<file path="src/shared/oao_pkg.sv">
// Purpose: Shared constants and types for the overtemp alarm block
// Assumes: 25 MHz system clock, serial link sampled as plain inputs
// Notes: Limits are 9-bit two's complement in half-degree steps

package oao_pkg;

    // ************************************************************
    // Slave address and register pointers
    // ************************************************************
    localparam logic [3:0] ADDR_FIXED = 4'h9;
    localparam logic [7:0] PTR_TEMP = 8'h00;
    localparam logic [7:0] PTR_CONF = 8'h01;
    localparam logic [7:0] PTR_THYST = 8'h02;
    localparam logic [7:0] PTR_TOS = 8'h03;
    localparam logic [7:0] PTR_ID = 8'h05;
    localparam logic [7:0] PTR_RESET = 8'h00;

    // ************************************************************
    // Configuration layout and power-up values
    // ************************************************************
    localparam int CONF_SHDN = 0;
    localparam int CONF_MODE = 1;
    localparam int CONF_POL = 2;
    localparam int CONF_FQ_LO = 3;
    localparam int CONF_RATE_LO = 5;
    localparam logic [7:0] CONF_RESET = 8'h00;
    localparam int TEMP_W = 13;
    localparam int LIMIT_W = 9;
    localparam logic [LIMIT_W-1:0] TOS_RESET = 9'h0a0;
    localparam logic [LIMIT_W-1:0] THYST_RESET = 9'h096;
    localparam logic [4:0] SYNC_RESET = 5'h18;

    // ************************************************************
    // Serial slave states
    // ************************************************************
    typedef enum logic [2:0] {
        ST_IDLE = 3'b000,
        ST_ADDR = 3'b001,
        ST_ACK_A = 3'b011,
        ST_WR = 3'b010,
        ST_ACK_W = 3'b110,
        ST_RD = 3'b111,
        ST_ACK_R = 3'b101
    } oao_state_t;

    function automatic logic [2:0] oao_fault_needed(input logic [1:0] sel);
        logic [2:0] n;
        unique case (sel)
            2'h0: n = 3'h1;
            2'h1: n = 3'h2;
            2'h2: n = 3'h4;
            2'h3: n = 3'h6;
        endcase
        return n;
    endfunction : oao_fault_needed

endpackage : oao_pkg

</file>
<file path="src/oao_top.sv">
// Purpose: Thermal watchdog alarm with two-wire serial register slave
// Assumes: Conversion result arrives with a one-cycle done pulse
// Notes: Alarm and data lines are open-drain, enables active low
//
// Operation
// Interrupt mode first trips above high limit, held until a read.
// After a cleared trip, next trip is below low limit; alternating.
// Interrupt mode alarm cleared by register read or shutdown entry.
// Comparator mode sets above high limit, clears below low limit.
// Comparator mode alarm unaffected by reads and shutdown.
// Alarm changes only after programmed consecutive tripping conversions.
// Fault select 00/01/10/11 needs 1/2/4/6 faults; resets to 00.
// Polarity bit 1 gives active-high alarm, 0 active-low; resets 0.
// Mode bit 1 selects interrupt, 0 comparator; resets 0.
// Shutdown bit 1 enters shutdown, 0 returns to normal.
// Shutdown stops conversions; serial reads and writes still served.
// Power-up: normal, comparator, 80 and 75 limits, pointer zero.
// Temperature reading valid only after first conversion finishes.
// Controller must keep high limit above low limit.
// Slave address is 1001 plus three address-select pins.
// Address 0Ch may draw a false alert; controller avoids it.
// Controller drives serial clock; device is slave only.
// Compare top nine temperature bits with nine-bit signed limits.
// Compare at end of each conversion, after updating temperature.
// Fault counter clears on non-trip, and on alarm set or clear.
// Any completed read transaction clears interrupt-mode alarm.

module oao_top
    import oao_pkg::*;
#(
    parameter logic [7:0] ID_VALUE = 8'h5a // Arbitrary value
) (
    input wire logic mclk_in,
    input wire logic srst_in,
    input wire logic scl_in,
    input wire logic sda_in,
    output logic sda_out,
    output logic sda_oe_n_out,
    input wire logic addr_select_bit2_in,
    input wire logic addr_select_bit1_in,
    input wire logic addr_select_bit0_in,
    input wire logic [oao_pkg::TEMP_W-1:0] temp_result_in,
    input wire logic conv_done_in,
    output logic conv_run_out,
    output logic [1:0] conv_rate_out,
    output logic temp_valid_out,
    output logic overtemp_alarm_out,
    output logic overtemp_alarm_oe_n_out
);
    import oao_pkg::*;

    // ************************************************************
    // Input synchronisation and bus events
    // ************************************************************
    logic [4:0] sync_q;
    logic scl_s, sda_s, scl_d_ff, sda_d_ff;
    logic scl_rise, scl_fall, bus_start, bus_stop;
    logic [2:0] pins;

    oao_sync #(.W(5), .INIT(SYNC_RESET)) u_sync (
        .clk_in(mclk_in),
        .rst_in(srst_in),
        .d_in({scl_in, sda_in, addr_select_bit2_in, addr_select_bit1_in,
               addr_select_bit0_in}),
        .q_out(sync_q)
    );

    assign scl_s = sync_q[4];
    assign sda_s = sync_q[3];
    assign pins = sync_q[2:0];

    always_ff @(posedge mclk_in) begin
        if (srst_in) begin
            scl_d_ff <= 1'b1;
            sda_d_ff <= 1'b1;
        end else begin
            scl_d_ff <= scl_s;
            sda_d_ff <= sda_s;
        end
    end

    assign scl_rise = scl_s & ~scl_d_ff;
    assign scl_fall = ~scl_s & scl_d_ff;
    assign bus_start = scl_s & scl_d_ff & sda_d_ff & ~sda_s;
    assign bus_stop = scl_s & scl_d_ff & ~sda_d_ff & sda_s;

    // ************************************************************
    // Serial slave
    // ************************************************************
    oao_state_t state_ff;
    logic [7:0] shreg_ff, txreg_ff, rd_byte;
    logic [2:0] bitcnt_ff;
    logic byte_done_ff, rw_ff, rd_seen_ff, rbyte_ff;
    logic [1:0] wbyte_ff;
    logic wr_fire, read_done, addr_hit;
    logic [7:0] ptr_ff, conf_ff;
    logic [LIMIT_W-1:0] tos_ff, thyst_ff;
    logic [TEMP_W-1:0] temp_ff;

    assign addr_hit = (shreg_ff[7:1] == {ADDR_FIXED, pins});
    assign wr_fire = (state_ff == ST_WR) & scl_fall & byte_done_ff;
    // Read ends at stop or repeated start after any byte went out
    assign read_done = (bus_start | bus_stop) & rd_seen_ff;

    always_comb begin
        rd_byte = 8'h00;
        unique case (ptr_ff)
            PTR_TEMP: rd_byte = rbyte_ff ? {temp_ff[4:0], 3'h0}
                                         : temp_ff[12:5];
            PTR_CONF: rd_byte = conf_ff;
            PTR_THYST: rd_byte = rbyte_ff ? {thyst_ff[0], 7'h00}
                                          : thyst_ff[8:1];
            PTR_TOS: rd_byte = rbyte_ff ? {tos_ff[0], 7'h00} : tos_ff[8:1];
            PTR_ID: rd_byte = ID_VALUE;
            default: rd_byte = 8'h00;
        endcase
    end

    always_ff @(posedge mclk_in) begin
        if (srst_in) begin
            state_ff <= ST_IDLE;
            shreg_ff <= 8'h00;
            txreg_ff <= 8'h00;
            bitcnt_ff <= 3'h0;
            byte_done_ff <= 1'b0;
            rw_ff <= 1'b0;
            wbyte_ff <= 2'h0;
            rbyte_ff <= 1'b0;
            rd_seen_ff <= 1'b0;
            sda_oe_n_out <= 1'b1;
        end else if (bus_start | bus_stop) begin
            state_ff <= bus_start ? ST_ADDR : ST_IDLE;
            bitcnt_ff <= 3'h0;
            byte_done_ff <= 1'b0;
            // First byte of any read must be the high byte
            rbyte_ff <= 1'b0;
            rd_seen_ff <= 1'b0;
            sda_oe_n_out <= 1'b1;
        end else begin
            unique case (state_ff)
                ST_IDLE: begin
                end
                ST_ADDR, ST_WR: begin
                    if (scl_rise) begin
                        shreg_ff <= {shreg_ff[6:0], sda_s};
                        bitcnt_ff <= 3'(bitcnt_ff + 3'h1);
                        byte_done_ff <= (bitcnt_ff == 3'h7);
                    end else if (scl_fall && byte_done_ff) begin
                        byte_done_ff <= 1'b0;
                        if (state_ff == ST_WR) begin
                            sda_oe_n_out <= 1'b0;
                            state_ff <= ST_ACK_W;
                            if (wbyte_ff != 2'h3) begin
                                wbyte_ff <= 2'(wbyte_ff + 2'h1);
                            end
                        end else if (addr_hit) begin
                            sda_oe_n_out <= 1'b0;
                            rw_ff <= shreg_ff[0];
                            state_ff <= ST_ACK_A;
                        end else begin
                            state_ff <= ST_IDLE;
                        end
                    end
                end
                ST_ACK_A: begin
                    if (scl_fall) begin
                        bitcnt_ff <= 3'h0;
                        wbyte_ff <= 2'h0;
                        rbyte_ff <= 1'b0;
                        if (rw_ff) begin
                            txreg_ff <= rd_byte;
                            sda_oe_n_out <= rd_byte[7];
                            state_ff <= ST_RD;
                        end else begin
                            sda_oe_n_out <= 1'b1;
                            state_ff <= ST_WR;
                        end
                    end
                end
                ST_ACK_W: begin
                    if (scl_fall) begin
                        sda_oe_n_out <= 1'b1;
                        state_ff <= ST_WR;
                    end
                end
                ST_RD: begin
                    if (scl_rise) begin
                        bitcnt_ff <= 3'(bitcnt_ff + 3'h1);
                        byte_done_ff <= (bitcnt_ff == 3'h7);
                    end else if (scl_fall) begin
                        if (byte_done_ff) begin
                            byte_done_ff <= 1'b0;
                            sda_oe_n_out <= 1'b1;
                            rbyte_ff <= ~rbyte_ff;
                            state_ff <= ST_ACK_R;
                        end else begin
                            txreg_ff <= {txreg_ff[6:0], 1'b0};
                            sda_oe_n_out <= txreg_ff[6];
                        end
                    end
                end
                ST_ACK_R: begin
                    if (scl_rise) begin
                        rd_seen_ff <= 1'b1;
                        byte_done_ff <= ~sda_s;
                        if (sda_s) begin
                            state_ff <= ST_IDLE;
                        end
                    end else if (scl_fall && byte_done_ff) begin
                        byte_done_ff <= 1'b0;
                        bitcnt_ff <= 3'h0;
                        txreg_ff <= rd_byte;
                        sda_oe_n_out <= rd_byte[7];
                        state_ff <= ST_RD;
                    end
                end
                default: state_ff <= ST_IDLE;
            endcase
        end
    end

    // Shutdown does not gate this path, so writes work in shutdown
    always_ff @(posedge mclk_in) begin
        if (srst_in) begin
            ptr_ff <= PTR_RESET;
            conf_ff <= CONF_RESET;
            tos_ff <= TOS_RESET;
            thyst_ff <= THYST_RESET;
        end else if (wr_fire) begin
            if (wbyte_ff == 2'h0) begin
                ptr_ff <= shreg_ff;
            end else if (ptr_ff == PTR_CONF && wbyte_ff == 2'h1) begin
                conf_ff <= shreg_ff;
            end else if (ptr_ff == PTR_TOS) begin
                if (wbyte_ff == 2'h1) tos_ff[8:1] <= shreg_ff;
                else tos_ff[0] <= shreg_ff[7];
            end else if (ptr_ff == PTR_THYST) begin
                if (wbyte_ff == 2'h1) thyst_ff[8:1] <= shreg_ff;
                else thyst_ff[0] <= shreg_ff[7];
            end
        end
    end

    // ************************************************************
    // Conversion control and result capture
    // ************************************************************
    logic shdn, int_mode, conv_eval;

    assign shdn = conf_ff[CONF_SHDN];
    assign int_mode = conf_ff[CONF_MODE];
    assign conv_eval = conv_done_in & ~shdn;

    always_ff @(posedge mclk_in) begin
        if (srst_in) begin
            temp_ff <= '0;
            temp_valid_out <= 1'b0;
            conv_run_out <= 1'b1;
            conv_rate_out <= 2'h0;
        end else begin
            conv_run_out <= ~shdn;
            conv_rate_out <= conf_ff[CONF_RATE_LO +: 2];
            if (conv_eval) begin
                temp_ff <= temp_result_in;
                temp_valid_out <= 1'b1;
            end
        end
    end

    // ************************************************************
    // Alarm decision
    // ************************************************************
    logic signed [LIMIT_W-1:0] temp9;
    logic over, under, trip, fire, int_clear, shdn_d_ff;
    logic alarm_ff, expect_low_ff;
    logic [2:0] fault_cnt_ff, needed;

    // Limit order is the controller's duty; no guard here
    assign temp9 = $signed(temp_result_in[TEMP_W-1 -: LIMIT_W]);
    assign over = temp9 > $signed(tos_ff);
    assign under = temp9 < $signed(thyst_ff);
    assign needed = oao_fault_needed(conf_ff[CONF_FQ_LO +: 2]);
    assign trip = int_mode ? (~alarm_ff & (expect_low_ff ? under : over))
                           : (alarm_ff ? under : over);
    assign fire = conv_eval & trip & (fault_cnt_ff + 3'h1 >= needed);
    assign int_clear = int_mode & alarm_ff
                     & (read_done | (shdn & ~shdn_d_ff));

    always_ff @(posedge mclk_in) begin
        if (srst_in) begin
            alarm_ff <= 1'b0;
            expect_low_ff <= 1'b0;
            shdn_d_ff <= 1'b0;
        end else begin
            shdn_d_ff <= shdn;
            // Set wins over clear, though modes keep them apart
            if (fire) begin
                alarm_ff <= int_mode ? 1'b1 : ~alarm_ff;
            end else if (int_clear) begin
                alarm_ff <= 1'b0;
                expect_low_ff <= ~expect_low_ff;
            end
        end
    end

    always_ff @(posedge mclk_in) begin
        if (srst_in) begin
            fault_cnt_ff <= 3'h0;
        end else if (int_clear || (conv_eval && (!trip || fire))) begin
            fault_cnt_ff <= 3'h0;
        end else if (conv_eval) begin
            fault_cnt_ff <= 3'(fault_cnt_ff + 3'h1);
        end
    end

    always_ff @(posedge mclk_in) begin
        if (srst_in) begin
            overtemp_alarm_oe_n_out <= 1'b1;
            overtemp_alarm_out <= 1'b0;
            sda_out <= 1'b0;
        end else begin
            // Pin pulled low unless alarm_ff equals the polarity bit
            overtemp_alarm_oe_n_out <= (alarm_ff == conf_ff[CONF_POL]);
            overtemp_alarm_out <= 1'b0;
            sda_out <= 1'b0;
        end
    end
endmodule : oao_top

</file>
<file path="src/oao_sync.sv">
// Purpose: Two-flop synchroniser for a group of asynchronous inputs
// Assumes: Bits are independent levels, no bus coherency needed
// Notes: Reset value chosen per bit so idle lines look idle

module oao_sync #(
    parameter int W = 1,
    parameter logic [W-1:0] INIT = '0
) (
    input wire logic clk_in,
    input wire logic rst_in,
    input wire logic [W-1:0] d_in,
    output logic [W-1:0] q_out
);
    logic [W-1:0] meta_ff;

    always_ff @(posedge clk_in) begin
        if (rst_in) begin
            meta_ff <= INIT;
            q_out <= INIT;
        end else begin
            meta_ff <= d_in;
            q_out <= meta_ff;
        end
    end
endmodule : oao_sync

</file>
<file path="config.mk">
export PLATFORM = sky130hd
export DESIGN_NAME = oao_top
export DESIGN_NICKNAME = d
export VERILOG_FILES = /design/src/shared/oao_pkg.sv /design/src/oao_top.sv /design/src/oao_sync.sv
export SDC_FILE = /design/constraint.sdc
export NUM_CORES = 1
export LEC_CHECK = 0
export ABC_CLOCK_PERIOD_IN_PS = 3300
export BUFFER_PORTS_ARGS = -buffer_cell sky130_fd_sc_hd__buf_4
export CORE_MARGIN = 8
export CORE_UTILIZATION = 55
export CTS_CLUSTER_DIAMETER = 200
export CTS_CLUSTER_SIZE = 40
export DETAILED_ROUTE_END_ITERATION = 6
export PLACE_DENSITY_LB_ADDON = 0.2
export REMOVE_ABC_BUFFERS = 1
export SETUP_SLACK_MARGIN = 0.15
export SLEW_MARGIN = 10
export SYNTH_ARGS = -nofsm -noshare
export SYNTH_HDL_FRONTEND = slang
export SYNTH_SLANG_ARGS = --single-unit
</file>
<file path="constraint.sdc">
create_clock -name mclk_in -period 3.3 [get_ports mclk_in]
set_clock_uncertainty 0.15 [all_clocks]
set_input_delay 0.165 -clock mclk_in [delete_from_list [all_inputs] [get_ports mclk_in]]
set_output_delay 0.165 -clock mclk_in [all_outputs]
set_load 0.03 [all_outputs]
</file>
# Word level (Yosys, flattened, before mapping)
# Index checks and enable logic that the tools add are counted.
# word_totals
regBits,98
in_bits,21
output_inout_bits,8
elab_cells,222
# op_classes
n_addsub,3
order_cmp,3
n_eq_ne,44
mux,69
bitwise,36
n_reduce_logical,38
# op_table
operator,n
two-way mux 3 bit,17
two-way mux 7 bit,7
one-hot mux 8 bit (5 select lines),1
"!= test 2 bit, second input constant",15
two-way mux 1 bit,27
"!= test 3 bit, second input constant",9
two-way mux 8 bit,3
one-hot mux 7 bit (3 select lines),1
AND reduction 10 bit,2
AND reduction 5 bit,4
one-hot mux 3 bit (6 select lines),1
AND reduction 6 bit,3
bitwise AND 1 bit,17
NOT 1 bit,17
"equality test 8 x 2 -> 1 bit, second input constant",2
"equality test 3 bit, second input constant",4
two-way mux 2 bit,6
one-hot mux 3 bit (4 select lines),1
greater-than comparator 9 bit,1
less-than comparator 9 bit,1
one-hot mux 3 bit (3 select lines),1
AND reduction 9 bit,1
nonzero test 3 bit,3
"equality test 8 x 1 -> 1 bit, second input constant",1
other kinds (31),48

# Longest topological paths before layout
# Gate-level depths: netlist of run 1.
# depth
ltp_word,10
ltp_mapped,9
depth_no_buf,8

# Modules after synthesis
# Synthesis of run 1 repeated with hierarchy kept, for this count alone.
# hier_totals
hier_cells,613
hier_area_um2,5168.7
# modules_own_cells
module,n_inst,cells_per_inst,area_each_um2,seq_area_each_um2
oao_top,1,593,4906.0,1761.7
oao_sync,1,20,262.8,200.2

# Worst setup path after synthesis of run 1
# Ideal clock, no wire load.
# synth_path
path_kind,reg-to-reg
start,register ptr_ff[3]
end,register tos_ff[0]
setup_ns,0.124
t_arrival_ns,1.945
required_time_ns,3.026
slack_ns,1.081
path_stages_with_launch,8
path_buffers,1
synth_period_minus_slack_ns,2.219
cell_sequence,dfxtp_1 > nor4_2 > or3b_1 > buf_6 > or3_4 > nor3b_2 > mux2i_1 > nor2_1
# synth_via
elab_chain_len,4
elab_cells_between_ends,5
classes_between,2 x eq/ne; 1 x bitwise; 2 x reduce/logical
# synth_lines
item,line_no,text
"start, declared",oao_top.sv:96,"logic [7:0] ptr_ff, conf_ff;"
"start signal, assigned",oao_top.sv:231,ptr_ff <= shreg_ff;
equality test 8 x 1 -> 1 bit,oao_top.sv:232,end else if (ptr_ff == PTR_CONF && wbyte_ff == 2'h1) begin
logical AND 1 bit,oao_top.sv:232,
NOT 1 bit (no line),--,
AND reduction 5 bit (no line) (*),--,
"end signal, assigned",oao_top.sv:236,else tos_ff[0] <= shreg_ff[7];
"end, declared",oao_top.sv:97,"logic [LIMIT_W-1:0] tos_ff, thyst_ff;"
# Mark *: on every way between the ends. The rest lies on a longest branch, timed or not.
# A chain may end at the register's enable or synchronous reset.

# Worst setup path after layout of run 1
# layout_path
start,register ptr_ff[3]
end,register thyst_ff[1]
# layout_via
elab_chain_len,4
elab_cells_between_ends,7
classes_between,3 x eq/ne; 2 x bitwise; 2 x reduce/logical
# layout_lines
item,line_no,text
equality test 8 x 1 -> 1 bit,oao_top.sv:232,
logical AND 1 bit,oao_top.sv:232,
NOT 1 bit (no line),--,
AND reduction 6 bit (no line) (*),--,
"end signal, assigned",oao_top.sv:238,if (wbyte_ff == 2'h1) thyst_ff[8:1] <= shreg_ff;
"end, declared",oao_top.sv:97,
# Marks and branches as above.

==> results of run 1 <==
[routing by layer]
metal	GRT usage (%)	part of all wire, %	routed length (µm)
met1	25.5	46	5760
met2	32.6	48	6000
met3	3.73	4.5	569
met4	7.37	2.0	252
met5	0	0	0
[final cells by class]
class / count / area [µm²]
flip-flops and latches: 98 / 1960
repair buffers: 49 / 413
multi-input cells: 431 / 2880
inverters: 32 / 120
clock buffers: 10 / 138
fillers: 798 / 3440
well taps: 111 / 139
clock inverters: 6 / 56.3
[power by group]
part	switching [mW]	internal (mW)	total (mW)	leakage, nW
clock	0.465	0.313	0.778	0.0973
sequential	0.0179	1.20	1.22	0.795
combinational	0.0991	0.0801	0.179	1.45
total	0.582	1.60	2.18	2.34
[cells in the mapped netlist (all sizes together), types with 4 or more instances]
cell type / n / share of area (%)
o21ai: 23 / 2.2
dfxtp: 98 / 38
buf: 11 / 1.4
mux2i: 61 / 12
xnor2: 5 / 0.85
xor2: 4 / 0.68
nand2b: 15 / 1.8
nand4: 5 / 0.61
nor4: 5 / 1.0
nor2b: 15 / 1.8
a21oi: 39 / 3.8
ha: 30 / 7.3
a211oi: 8 / 1.2
nor2: 75 / 5.5
nand3: 5 / 0.49
and3: 4 / 0.49
a22oi: 5 / 0.73
inv: 32 / 2.3
o31ai: 4 / 0.58
nor3: 15 / 1.6
a31oi: 4 / 0.49
nand3b: 5 / 0.73
nand2: 49 / 3.6
nor3b: 4 / 0.78
or2: 6 / 0.73
clkbuf: 28 / 2.3
o22ai: 4 / 0.49
[how the worst max path moves through the flow]
stage                             startpoint                        to  slack, ns  cells after the start
finish                ptr_ff[3]$_SDFFE_PP0P_  thyst_ff[1]$_SDFFE_PP1P_       0.60                      6
CTS                   ptr_ff[3]$_SDFFE_PP0P_  thyst_ff[2]$_SDFFE_PP1P_       0.64                      6
global placement      ptr_ff[3]$_SDFFE_PP0P_  thyst_ff[8]$_SDFFE_PP0P_       0.74                      6
floorplan           state_ff[1]$_SDFFE_PP0P_    tos_ff[5]$_SDFFE_PP1P_       0.90                      6
global route          ptr_ff[3]$_SDFFE_PP0P_  thyst_ff[2]$_SDFFE_PP1P_       0.43                      6
detailed placement    ptr_ff[3]$_SDFFE_PP0P_  thyst_ff[2]$_SDFFE_PP1P_       0.67                      6
[critical path: cells and delay by family, from the launching register on]
kind	cells	cell delay [ns]
AND/OR/NAND/NOR	5	1.73
multiplexers	1	0.37
flip-flops	1	0.33
[placed cells by master, fill, tap and decap left out, drive strengths merged, types with 6 or more instances in the layout]
cell	Yosys	routed
dlygate4sd3	0	18
dfxtp	98	98
inv	32	36
buf	11	31
a21oi	39	39
nand2b	15	15
nor2b	15	15
ha	30	30
nor2	75	75
mux2i	61	61
a211oi	8	8
o21ai	23	23
nand2	49	49
clkbuf	28	10
or2	6	6
nor3	15	15
[registers in the layout, indices dropped and copies added (netlist names), 3 cells and up]
register / cells
shreg_ff: 8
tos_ff: 9
bitcnt_ff: 3
temp_ff: 13
txreg_ff: 7
fault_cnt_ff: 3
thyst_ff: 9
state_ff: 3
conf_ff: 8
u_sync.q_out: 5
u_sync.meta_ff: 5
ptr_ff: 8
[cell families after synthesis]
logic type / Yosys count
AOI/OAI and AO/OA: 110
xor gates and xnor gates: 9
adders and majority gates: 30
buffers and inverters: 72
DFF: 98
muxes: 61
other: 1
and+or+nand+nor: 219
[per-stage QoR]
stage          setup WS, ns  std cells
3_5_place_dp          0.670        703
2_1_floorplan         0.902        561
4_1_cts               0.640        737
3_3_place_gp          0.745        703
6_report              0.605        737
5_1_grt               0.432        737
==> impl_metrics.json, run 1 <==
{
  "rsz0062_at_grt": "false",
  "ys.flop_type": "dfxtp_1",
  "synth_top_family_by_area": "simple AND/OR/NAND/NOR gates",
  "drv_slew": 0,
  "grt_pass1_wl_um": 20200,
  "holdWs_ns": 0.152,
  "drive_gt1_share_pct": 9.90,
  "cts-root-buf": "clkbuf_8",
  "routed_wl_um": 12600,
  "period_share_pct": 81.7,
  "ctsHoldBuffers": 18,
  "synthMuxAreaShare_pct": 11.8,
  "io_buffer_count": 26,
  "synth_cell_type_count": 66,
  "setup_viol": 0,
  "cts_sinks": 98,
  "cp_data_required_time_ns": 3.41,
  "grt_pass1_vias": 3994,
  "drtPass1Iterations": 5,
  "wl_per_cell_um": 17.1,
  "r2r-start": "ptr_ff[3]$_SDFFE_PP0P_",
  "vias": 4303,
  "h-tree-depth": 3,
  "ff2ff_path_depth": 6,
  "startpoint_type": "register",
  "peakVddDrop_v": 0.000201,
  "cts_tree": "yes",
  "synthXorXnorAreaFrac_pct": 1.53,
  "worstPathArrival_ns": 2.80,
  "grt_usage_pct": 19.9,
  "hpwl_um": 8880,
  "fin_nets": 672,
  "r2r_end": "thyst_ff[1]$_SDFFE_PP1P_",
  "reg2reg_slack_ns": 0.60,
  "synth-simple-area-share_pct": 21.7,
  "drv_cap": 0,
  "cp_max_fo": 12,
  "cp_slowest_cell": "or3b_1",
  "avgSynthCellArea_um2": 8.59,
  "path_class": "register to register",
  "cts_made_buffers": 9,
  "dieArea_um2": 12700,
  "vias_per_cell": 5.84,
  "antenna_found_initial": 0,
  "fin_tns_setup_ns": 0,
  "initial_core_util_pct": 56.3,
  "grt_start_max_net_pins": 68,
  "boundaryPins": 29,
  "synth_compound_area_share_pct": 13.4,
  "path_cells": "nor4_2, or3b_1, nor3_1, nand4b_1, mux2i_1, nand2b_1",
  "clockBufferDepth": 2,
  "drt-initial-drc-count": 293,
  "clk_pin_slew_ns": 0.10,
  "hold_start": "srst_in",
  "ys_async_sr_fraction_pct": 0,
  "post-route-drc-count": 0,
  "holdPathEnd": "shreg_ff[2]$_SDFFE_PP0P_",
  "die_x_um": 113,
  "cts_resized": 0,
  "power_mw": 2.18,
  "hold_path.class": "input pin to register",
  "final_area_um2": 5710,
  "ys_ff_latch": 98,
  "synthAdderAreaFrac_pct": 7.28,
  "max_slew_margin_pct": 47.5,
  "final_antenna_net_count": 0,
  "antenna_cells": 0,
  "p_per_area_nw_per_um2": 382,
  "cts_setup_buffers": 0,
  "worst_pin_slew_ns": 0.787,
  "hold_depth": 2,
  "min_period_ns": 2.70,
  "syn2layout_area_growth_pct": 10.7,
  "final_util_pct": 62.4,
  "placed_area_um2": 5330,
  "hold_violations": 0,
  "die_height_um": 113,
  "row_count": 35,
  "p_leak_nw": 2.34,
  "synth_area_um2": 5160,
  "clock_latency_ns": 0.37,
  "outcome": "finished, final reports clean",
  "cp-end-kind": "register",
  "ys_seq_area_share_pct": 38.0,
  "synth-edff-count": 0,
  "critical_path.max_stage_delay_ns": 0.56,
  "synth_warnings": 0,
  "clock.fmax_mhz": 371,
  "place_congestion": 0.910,
  "synthCells": 600,
  "core_area_um2": 9150,
  "grt_overflow": 0
}
Power figures use the tool's default switching activity.
==> run 2: changes to the inputs <==
Settings changed: ABC_AREA from default to 1, ABC_CLOCK_PERIOD_IN_PS 3300 to 2200.
Clock period 3.3 ns to 2.2 ns, I/O delays scaled along.
==> run 2 against run 1 <==
Synthesized cell count up 18%. Worst setup slack worse by 0.32 ns. Die area down 1.0%. Global-route usage up 1.0 points. Final cell count up 19%. Fmax up 40%. Power up 51%. Register-to-register slack worse by 0.32 ns. Routed wire length up 6.7%. Sequential share of layout area down 1.0 points. Clock-buffer cell count unchanged. Non-clock buffer count up 16.
==> impl_metrics.json, run 2 <==
{
  "cp-end-kind": "register",
  "row_count": 35,
  "syn2layout_area_growth_pct": 15.9,
  "largest_register": "temp_ff",
  "die_x_um": 112,
  "setup_viol": 0,
  "vias": 4794,
  "fin_nets": 813,
  "antenna_found_initial": 0,
  "drive_gt1_share_pct": 14.2,
  "grt_start_max_net_pins": 55,
  "holdWs_ns": 0.118,
  "final_antenna_net_count": 0,
  "fillers": 831,
  "peakVddDrop_v": 0.000358,
  "drtPass1Iterations": 5,
  "p_leak_nw": 2.64,
  "synth-edff-count": 0,
  "min_period_ns": 1.92,
  "io_buffer_count": 26,
  "grt_pass1_vias": 4433,
  "grt_pass1_wl_um": 21400,
  "worstPathArrival_ns": 2.07,
  "place_congestion": 0.900,
  "grt_usage_pct": 21.0,
  "max_slew_margin_pct": 64.2,
  "path_class": "register to register",
  "ys_async_sr_fraction_pct": 0,
  "synth_commonest_cells": "nand2_1, inv_1, dfxtp_1, a21oi_1, nor2_1",
  "yosysMostFrequentCell": "nand2_1",
  "synthCells": 710,
  "boundaryPins": 29,
  "core_area_um2": 9110,
  "cts_tree": "yes",
  "drv_cap": 0,
  "rsz0062_at_grt": "true",
  "ys_ff_latch": 98,
  "p_per_area_nw_per_um2": 558,
  "antenna_cells": 0,
  "post-route-drc-count": 0,
  "layout_common_cells": "nand2_1, inv_1, dfxtp_1, nor2_1, a21oi_1",
  "final_util_pct": 64.8,
  "drt-initial-drc-count": 358,
  "worst_pin_slew_ns": 0.537,
  "routed_wl_um": 13400,
  "vias_per_cell": 5.46,
  "yosys-top-cells-area": "dfxtp_1, nand2_1, a21oi_1",
  "hold_path.class": "input pin to register",
  "startpoint_type": "register",
  "mostFrequentLayoutCell": "nand2_1",
  "die_height_um": 112,
  "cp_max_fo": 7,
  "setup_slack_ns": 0.281,
  "cts_sinks": 98,
  "hpwl_um": 9700,
  "h-tree-depth": 3,
  "cts-root-buf": "clkbuf_8",
  "largest_reg_flops": 13,
  "hold_violations": 0,
  "biggestRegsByFlops": "temp_ff x13, thyst_ff x9, tos_ff x9",
  "clock.fmax_mhz": 521,
  "synth_cell_type_count": 40,
  "synth_area_um2": 5090,
  "clk_pin_slew_ns": 0.10,
  "cts_made_buffers": 9,
  "ys_seq_area_share_pct": 38.5,
  "drv_slew": 0,
  "preCtsSetupSlack_ns": 0.153,
  "avgSynthCellArea_um2": 7.17,
  "dieArea_um2": 12600,
  "synth_warnings": 0,
  "power_mw": 3.29,
  "ys.flop_type": "dfxtp_1",
  "synth_top_area_share_pct": 38.5,
  "clockBufferDepth": 2,
  "cp_data_required_time_ns": 2.35,
  "fin_tns_setup_ns": 0,
  "wl_per_cell_um": 15.3,
  "initial_core_util_pct": 55.9,
  "clock_latency_ns": 0.37,
  "outcome": "finished, final reports clean",
  "grt_overflow": 0,
  "period_share_pct": 87.2,
  "synth_top_area_cell": "dfxtp_1"
}
[run 2: cell count changes in the layout (fill, tap and decap cells not counted), sizes merged, moves of 15 or more]
cell,delta
nand2,+83
nor2b,-15
nand2b,-15
inv,+70
nand3,+34
mux2i,-59
a21oi,+37
o21ai,+42
[run 2: cells by family after synthesis]
group	Yosys count	synth area share, %
AOI/OAI and AO/OA	161	16.9
DFF	98	38.5
adders and majority gates	30	7.37
muxes	2	0.393
and+or+nand+nor	284	25.4
other	1	0.0736
xor gates and xnor gates	5	0.860
buffers and inverters	129	10.6
[run 2: final timing paths]
path / startpoint / slack (ns) / cells past startpoint / end
min: conv_done_in / 0.12 / 4 / temp_ff[9]$_SDFFE_PP0P_
min reg2reg: u_sync.meta_ff[0]$_SDFF_PP0_ / 0.26 / 2 / u_sync.q_out[0]$_SDFF_PP0_
max: u_sync.q_out[4]$_SDFF_PP1_ / 0.28 / 11 / tos_ff[1]$_SDFFE_PP0P_
max reg2reg: u_sync.q_out[4]$_SDFF_PP1_ / 0.28 / 11 / tos_ff[1]$_SDFFE_PP0P_
[run 2: per-layer routing]
layer	track usage [%]	up-vias	part of all wire, %	wire length, µm
met4	5.85	0	1.2	161
met3	3.65	21	5.2	694
met5	0	-	0	0
met2	36.0	147	48	6480
met1	26.3	2210	45	6100
li1	-	2416	-	-
[run 2: power by group]
| part | leakage [nW] | switching [mW] | internal (mW) |
|---|---|---|---|
| combinational | 1.75 | 0.173 | 0.129 |
| clock | 0.101 | 0.694 | 0.469 |
| sequential | 0.797 | 0.0202 | 1.81 |
| total | 2.64 | 0.888 | 2.41 |
[run 2: final cells by class]
type	instances	area [µm²]	share of cell area, %
Clock buffer	10	138	2.33
Clock inverter	6	57.6	0.975
Inverter	104	390	6.61
Multi-Input combinational cell	484	2660	45.0
Sequential cell	98	1970	33.3
Tap cell	111	139	2.35
Timing Repair Buffer	65	556	9.41
[run 2: critical path, cell delays in order (launching register included)]
cell     delay [ns]
dfxtp_2        0.35
inv_2          0.08
ha_4           0.16
nand2_1        0.08
nor2_2         0.15
inv_2          0.07
nor2_4         0.21
nand2_2        0.09
nor2_4         0.17
buf_12         0.13
o21ai_0        0.08
a21oi_1        0.15
[run 2: through the flow]
stage          cell area (µm²)  instances
3_5_place_dp              5370        834
4_1_cts                   5780        872
2_1_floorplan             4950        686
5_1_grt                   5910        878
6_report                  5910        878
3_3_place_gp              5370        834
[run 2: what timing repair did]
item,in CTS,in global routing
setup endpoints to repair,2,39
setup buffers,0,6
endpoints found under the hold margin,28,0
resized for setup,1,26
hold buffers,22,0
pin swaps,1,4
==> run 3: changes to the inputs <==
Settings changed: REMOVE_ABC_BUFFERS 1 to default, TNS_END_PERCENT from default to 1.
==> run 3 against run 2 <==
Hold slack got worse by 0.0089 ns. Core utilization decreased by 0.23 points. Routed wire length increased by 1.8%. Sequential cell count unchanged. Via count decreased by 0.67%. Sequential share of layout area about the same. Register-to-register slack got worse by 0.06 ns. Power decreased by 0.14%. Clock power about the same. Critical endpoint is now tos_ff[2]$_SDFFE_PP0P_. Largest cell class unchanged.
==> impl_metrics.json, run 3 (synthesis results as in run 2) <==
{
  "antenna_found_initial": 0,
  "clock.fmax_mhz": 507,
  "hold_start": "conv_done_in",
  "clk_pin_slew_ns": 0.11,
  "drt-initial-drc-count": 329,
  "largest_register": "temp_ff",
  "rsz0062_at_grt": "true",
  "r2r-start": "u_sync.q_out[4]$_SDFF_PP1_",
  "path_cells": "inv_2, ha_4, nand2_1, nor2_2, inv_1, nor2_4, nand2_1, nor2_4, buf_12, o21ai_0, a21oi_1",
  "p_leak_nw": 2.63,
  "path_class": "register to register",
  "cp-end-kind": "register",
  "h-tree-depth": 3,
  "holdPathEnd": "temp_ff[8]$_SDFFE_PP0P_",
  "antenna_cells": 0,
  "r2r_end": "tos_ff[2]$_SDFFE_PP0P_",
  "hold_path.class": "input pin to register",
  "post-route-drc-count": 0,
  "setup_viol": 0,
  "outcome": "finished, final reports clean",
  "drtPass1Iterations": 5,
  "clockBufferDepth": 2,
  "fin_tns_setup_ns": 0,
  "vias_per_cell": 5.44,
  "syn2layout_area_growth_pct": 15.5,
  "drv_slew": 0,
  "final_area_um2": 5880,
  "cts_made_buffers": 9,
  "routed_wl_um": 13700,
  "startpoint_type": "register",
  "wl_per_cell_um": 15.6,
  "fin_nets": 811,
  "power_mw": 3.29,
  "grt_pass1_wl_um": 22000,
  "die_height_um": 112,
  "cts_sinks": 98,
  "dieArea_um2": 12600,
  "clock_latency_ns": 0.37,
  "hpwl_um": 10200,
  "layout_common_cells": "nand2_1, inv_1, dfxtp_1, nor2_1, a21oi_1",
  "largest_reg_flops": 13,
  "ff2ff_path_depth": 11,
  "io_buffer_count": 26,
  "hold_violations": 0,
  "peakVddDrop_v": 0.000423,
  "cp_data_required_time_ns": 2.35,
  "drive_gt1_share_pct": 12.9,
  "period_share_pct": 89.7,
  "place_congestion": 0.976,
  "final_antenna_net_count": 0,
  "cp_max_fo": 16,
  "boundaryPins": 29,
  "ff_latch_area_um2": 1960,
  "grt_pass1_vias": 4387,
  "fillers": 850,
  "grt_overflow": 0,
  "drv_cap": 0,
  "placed_area_um2": 5380,
  "die_x_um": 112,
  "mostFrequentLayoutCell": "nand2_1",
  "vias": 4762,
  "cts_tree": "yes",
  "critical_path.max_stage_delay_ns": 0.36,
  "grt_usage_pct": 21.6,
  "initial_core_util_pct": 55.9,
  "cts-root-buf": "clkbuf_8",
  "worstPathArrival_ns": 2.13,
  "grt_start_max_net_pins": 41,
  "biggestRegsByFlops": "temp_ff x13, thyst_ff x9, tos_ff x9",
  "min_period_ns": 1.97,
  "core_area_um2": 9110,
  "p_per_area_nw_per_um2": 559,
  "hold_depth": 4,
  "reg2reg_slack_ns": 0.23,
  "cp_slowest_cell": "dfxtp_1",
  "row_count": 35,
  "multi_input_area_um2": 2660
}
-- run 3: changes by cell type in the layout (fill, tap and decap cells not counted), moves of 3 or more --
cell and delta:
dfxtp_1 +4, dfxtp_2 -4, clkinv_4 -3, inv_6 +3
-- run 3: report_power, final --
part | internal, mW | switching [mW]
clock | 0.467 | 0.692
combinational | 0.129 | 0.172
sequential | 1.81 | 0.0208
-- run 3: through the flow --
stage | setup WS [ns] | hold WS (ns) | utilization [%] | cells
floorplan | 0.384 | 0.0638 | - | 711
global placement | 0.253 | 0.148 | 59.1 | 836
detailed placement | 0.147 | 0.147 | 59.1 | 836
CTS | 0.171 | 0.112 | 63.8 | 875
global route | 0.0653 | 0.145 | 64.6 | 876
finish | 0.226 | 0.109 | 64.6 | 876
-- run 3: cell type report --
type,count,share of cell area (%)
Clock buffer,10,2.34
Timing Repair Buffer,63,9.19
Tap cell,111,2.36
Inverter,104,6.63
Clock inverter,6,0.914
Multi-Input combinational cell,484,45.2
Sequential cell,98,33.4
-- run 3: per-layer routing --
metal	track usage [%]	part of all wire, %	vias to the layer above
li1	-	-	2404
met1	29.3	47	2199
met2	34.7	46	134
met3	3.92	5.3	25
met4	5.04	1.5	0
met5	0	0	-
-- run 3: how the worst max path moves through the flow --
stage | from | end | slack, ns | cells after the start
after floorplan | fault_cnt_ff[0]$_SDFFE_PP0P_ | fault_cnt_ff[0]$_SDFFE_PP0P_ | 0.38 | 8
after global placement | u_sync.q_out[4]$_SDFF_PP1_ | tos_ff[6]$_SDFFE_PP0P_ | 0.25 | 10
after detailed placement | u_sync.q_out[4]$_SDFF_PP1_ | tos_ff[6]$_SDFFE_PP0P_ | 0.15 | 10
after CTS | u_sync.q_out[4]$_SDFF_PP1_ | fault_cnt_ff[0]$_SDFFE_PP0P_ | 0.17 | 9
after global routing | fault_cnt_ff[0]$_SDFFE_PP0P_ | fault_cnt_ff[0]$_SDFFE_PP0P_ | 0.07 | 9
final | u_sync.q_out[4]$_SDFF_PP1_ | tos_ff[2]$_SDFFE_PP0P_ | 0.23 | 11
-- run 3: worst max-delay path, delay by kind of cell, from the launching register on --
kind	cells	cell delay, ns
and+or+nand+nor	5	0.66
DFF	1	0.36
buffers and inverters	3	0.33
AOI/OAI and AO/OA	2	0.24
adders and majority gates	1	0.18
-- run 3: what timing repair did --
item	in CTS	in global routing
hold buffers	22	0
hold endpoints to repair	25	0
cloned	0	0
setup buffers	1	1
pin swaps	1	1
setup endpoints to repair	4	44
resized for setup	0	17
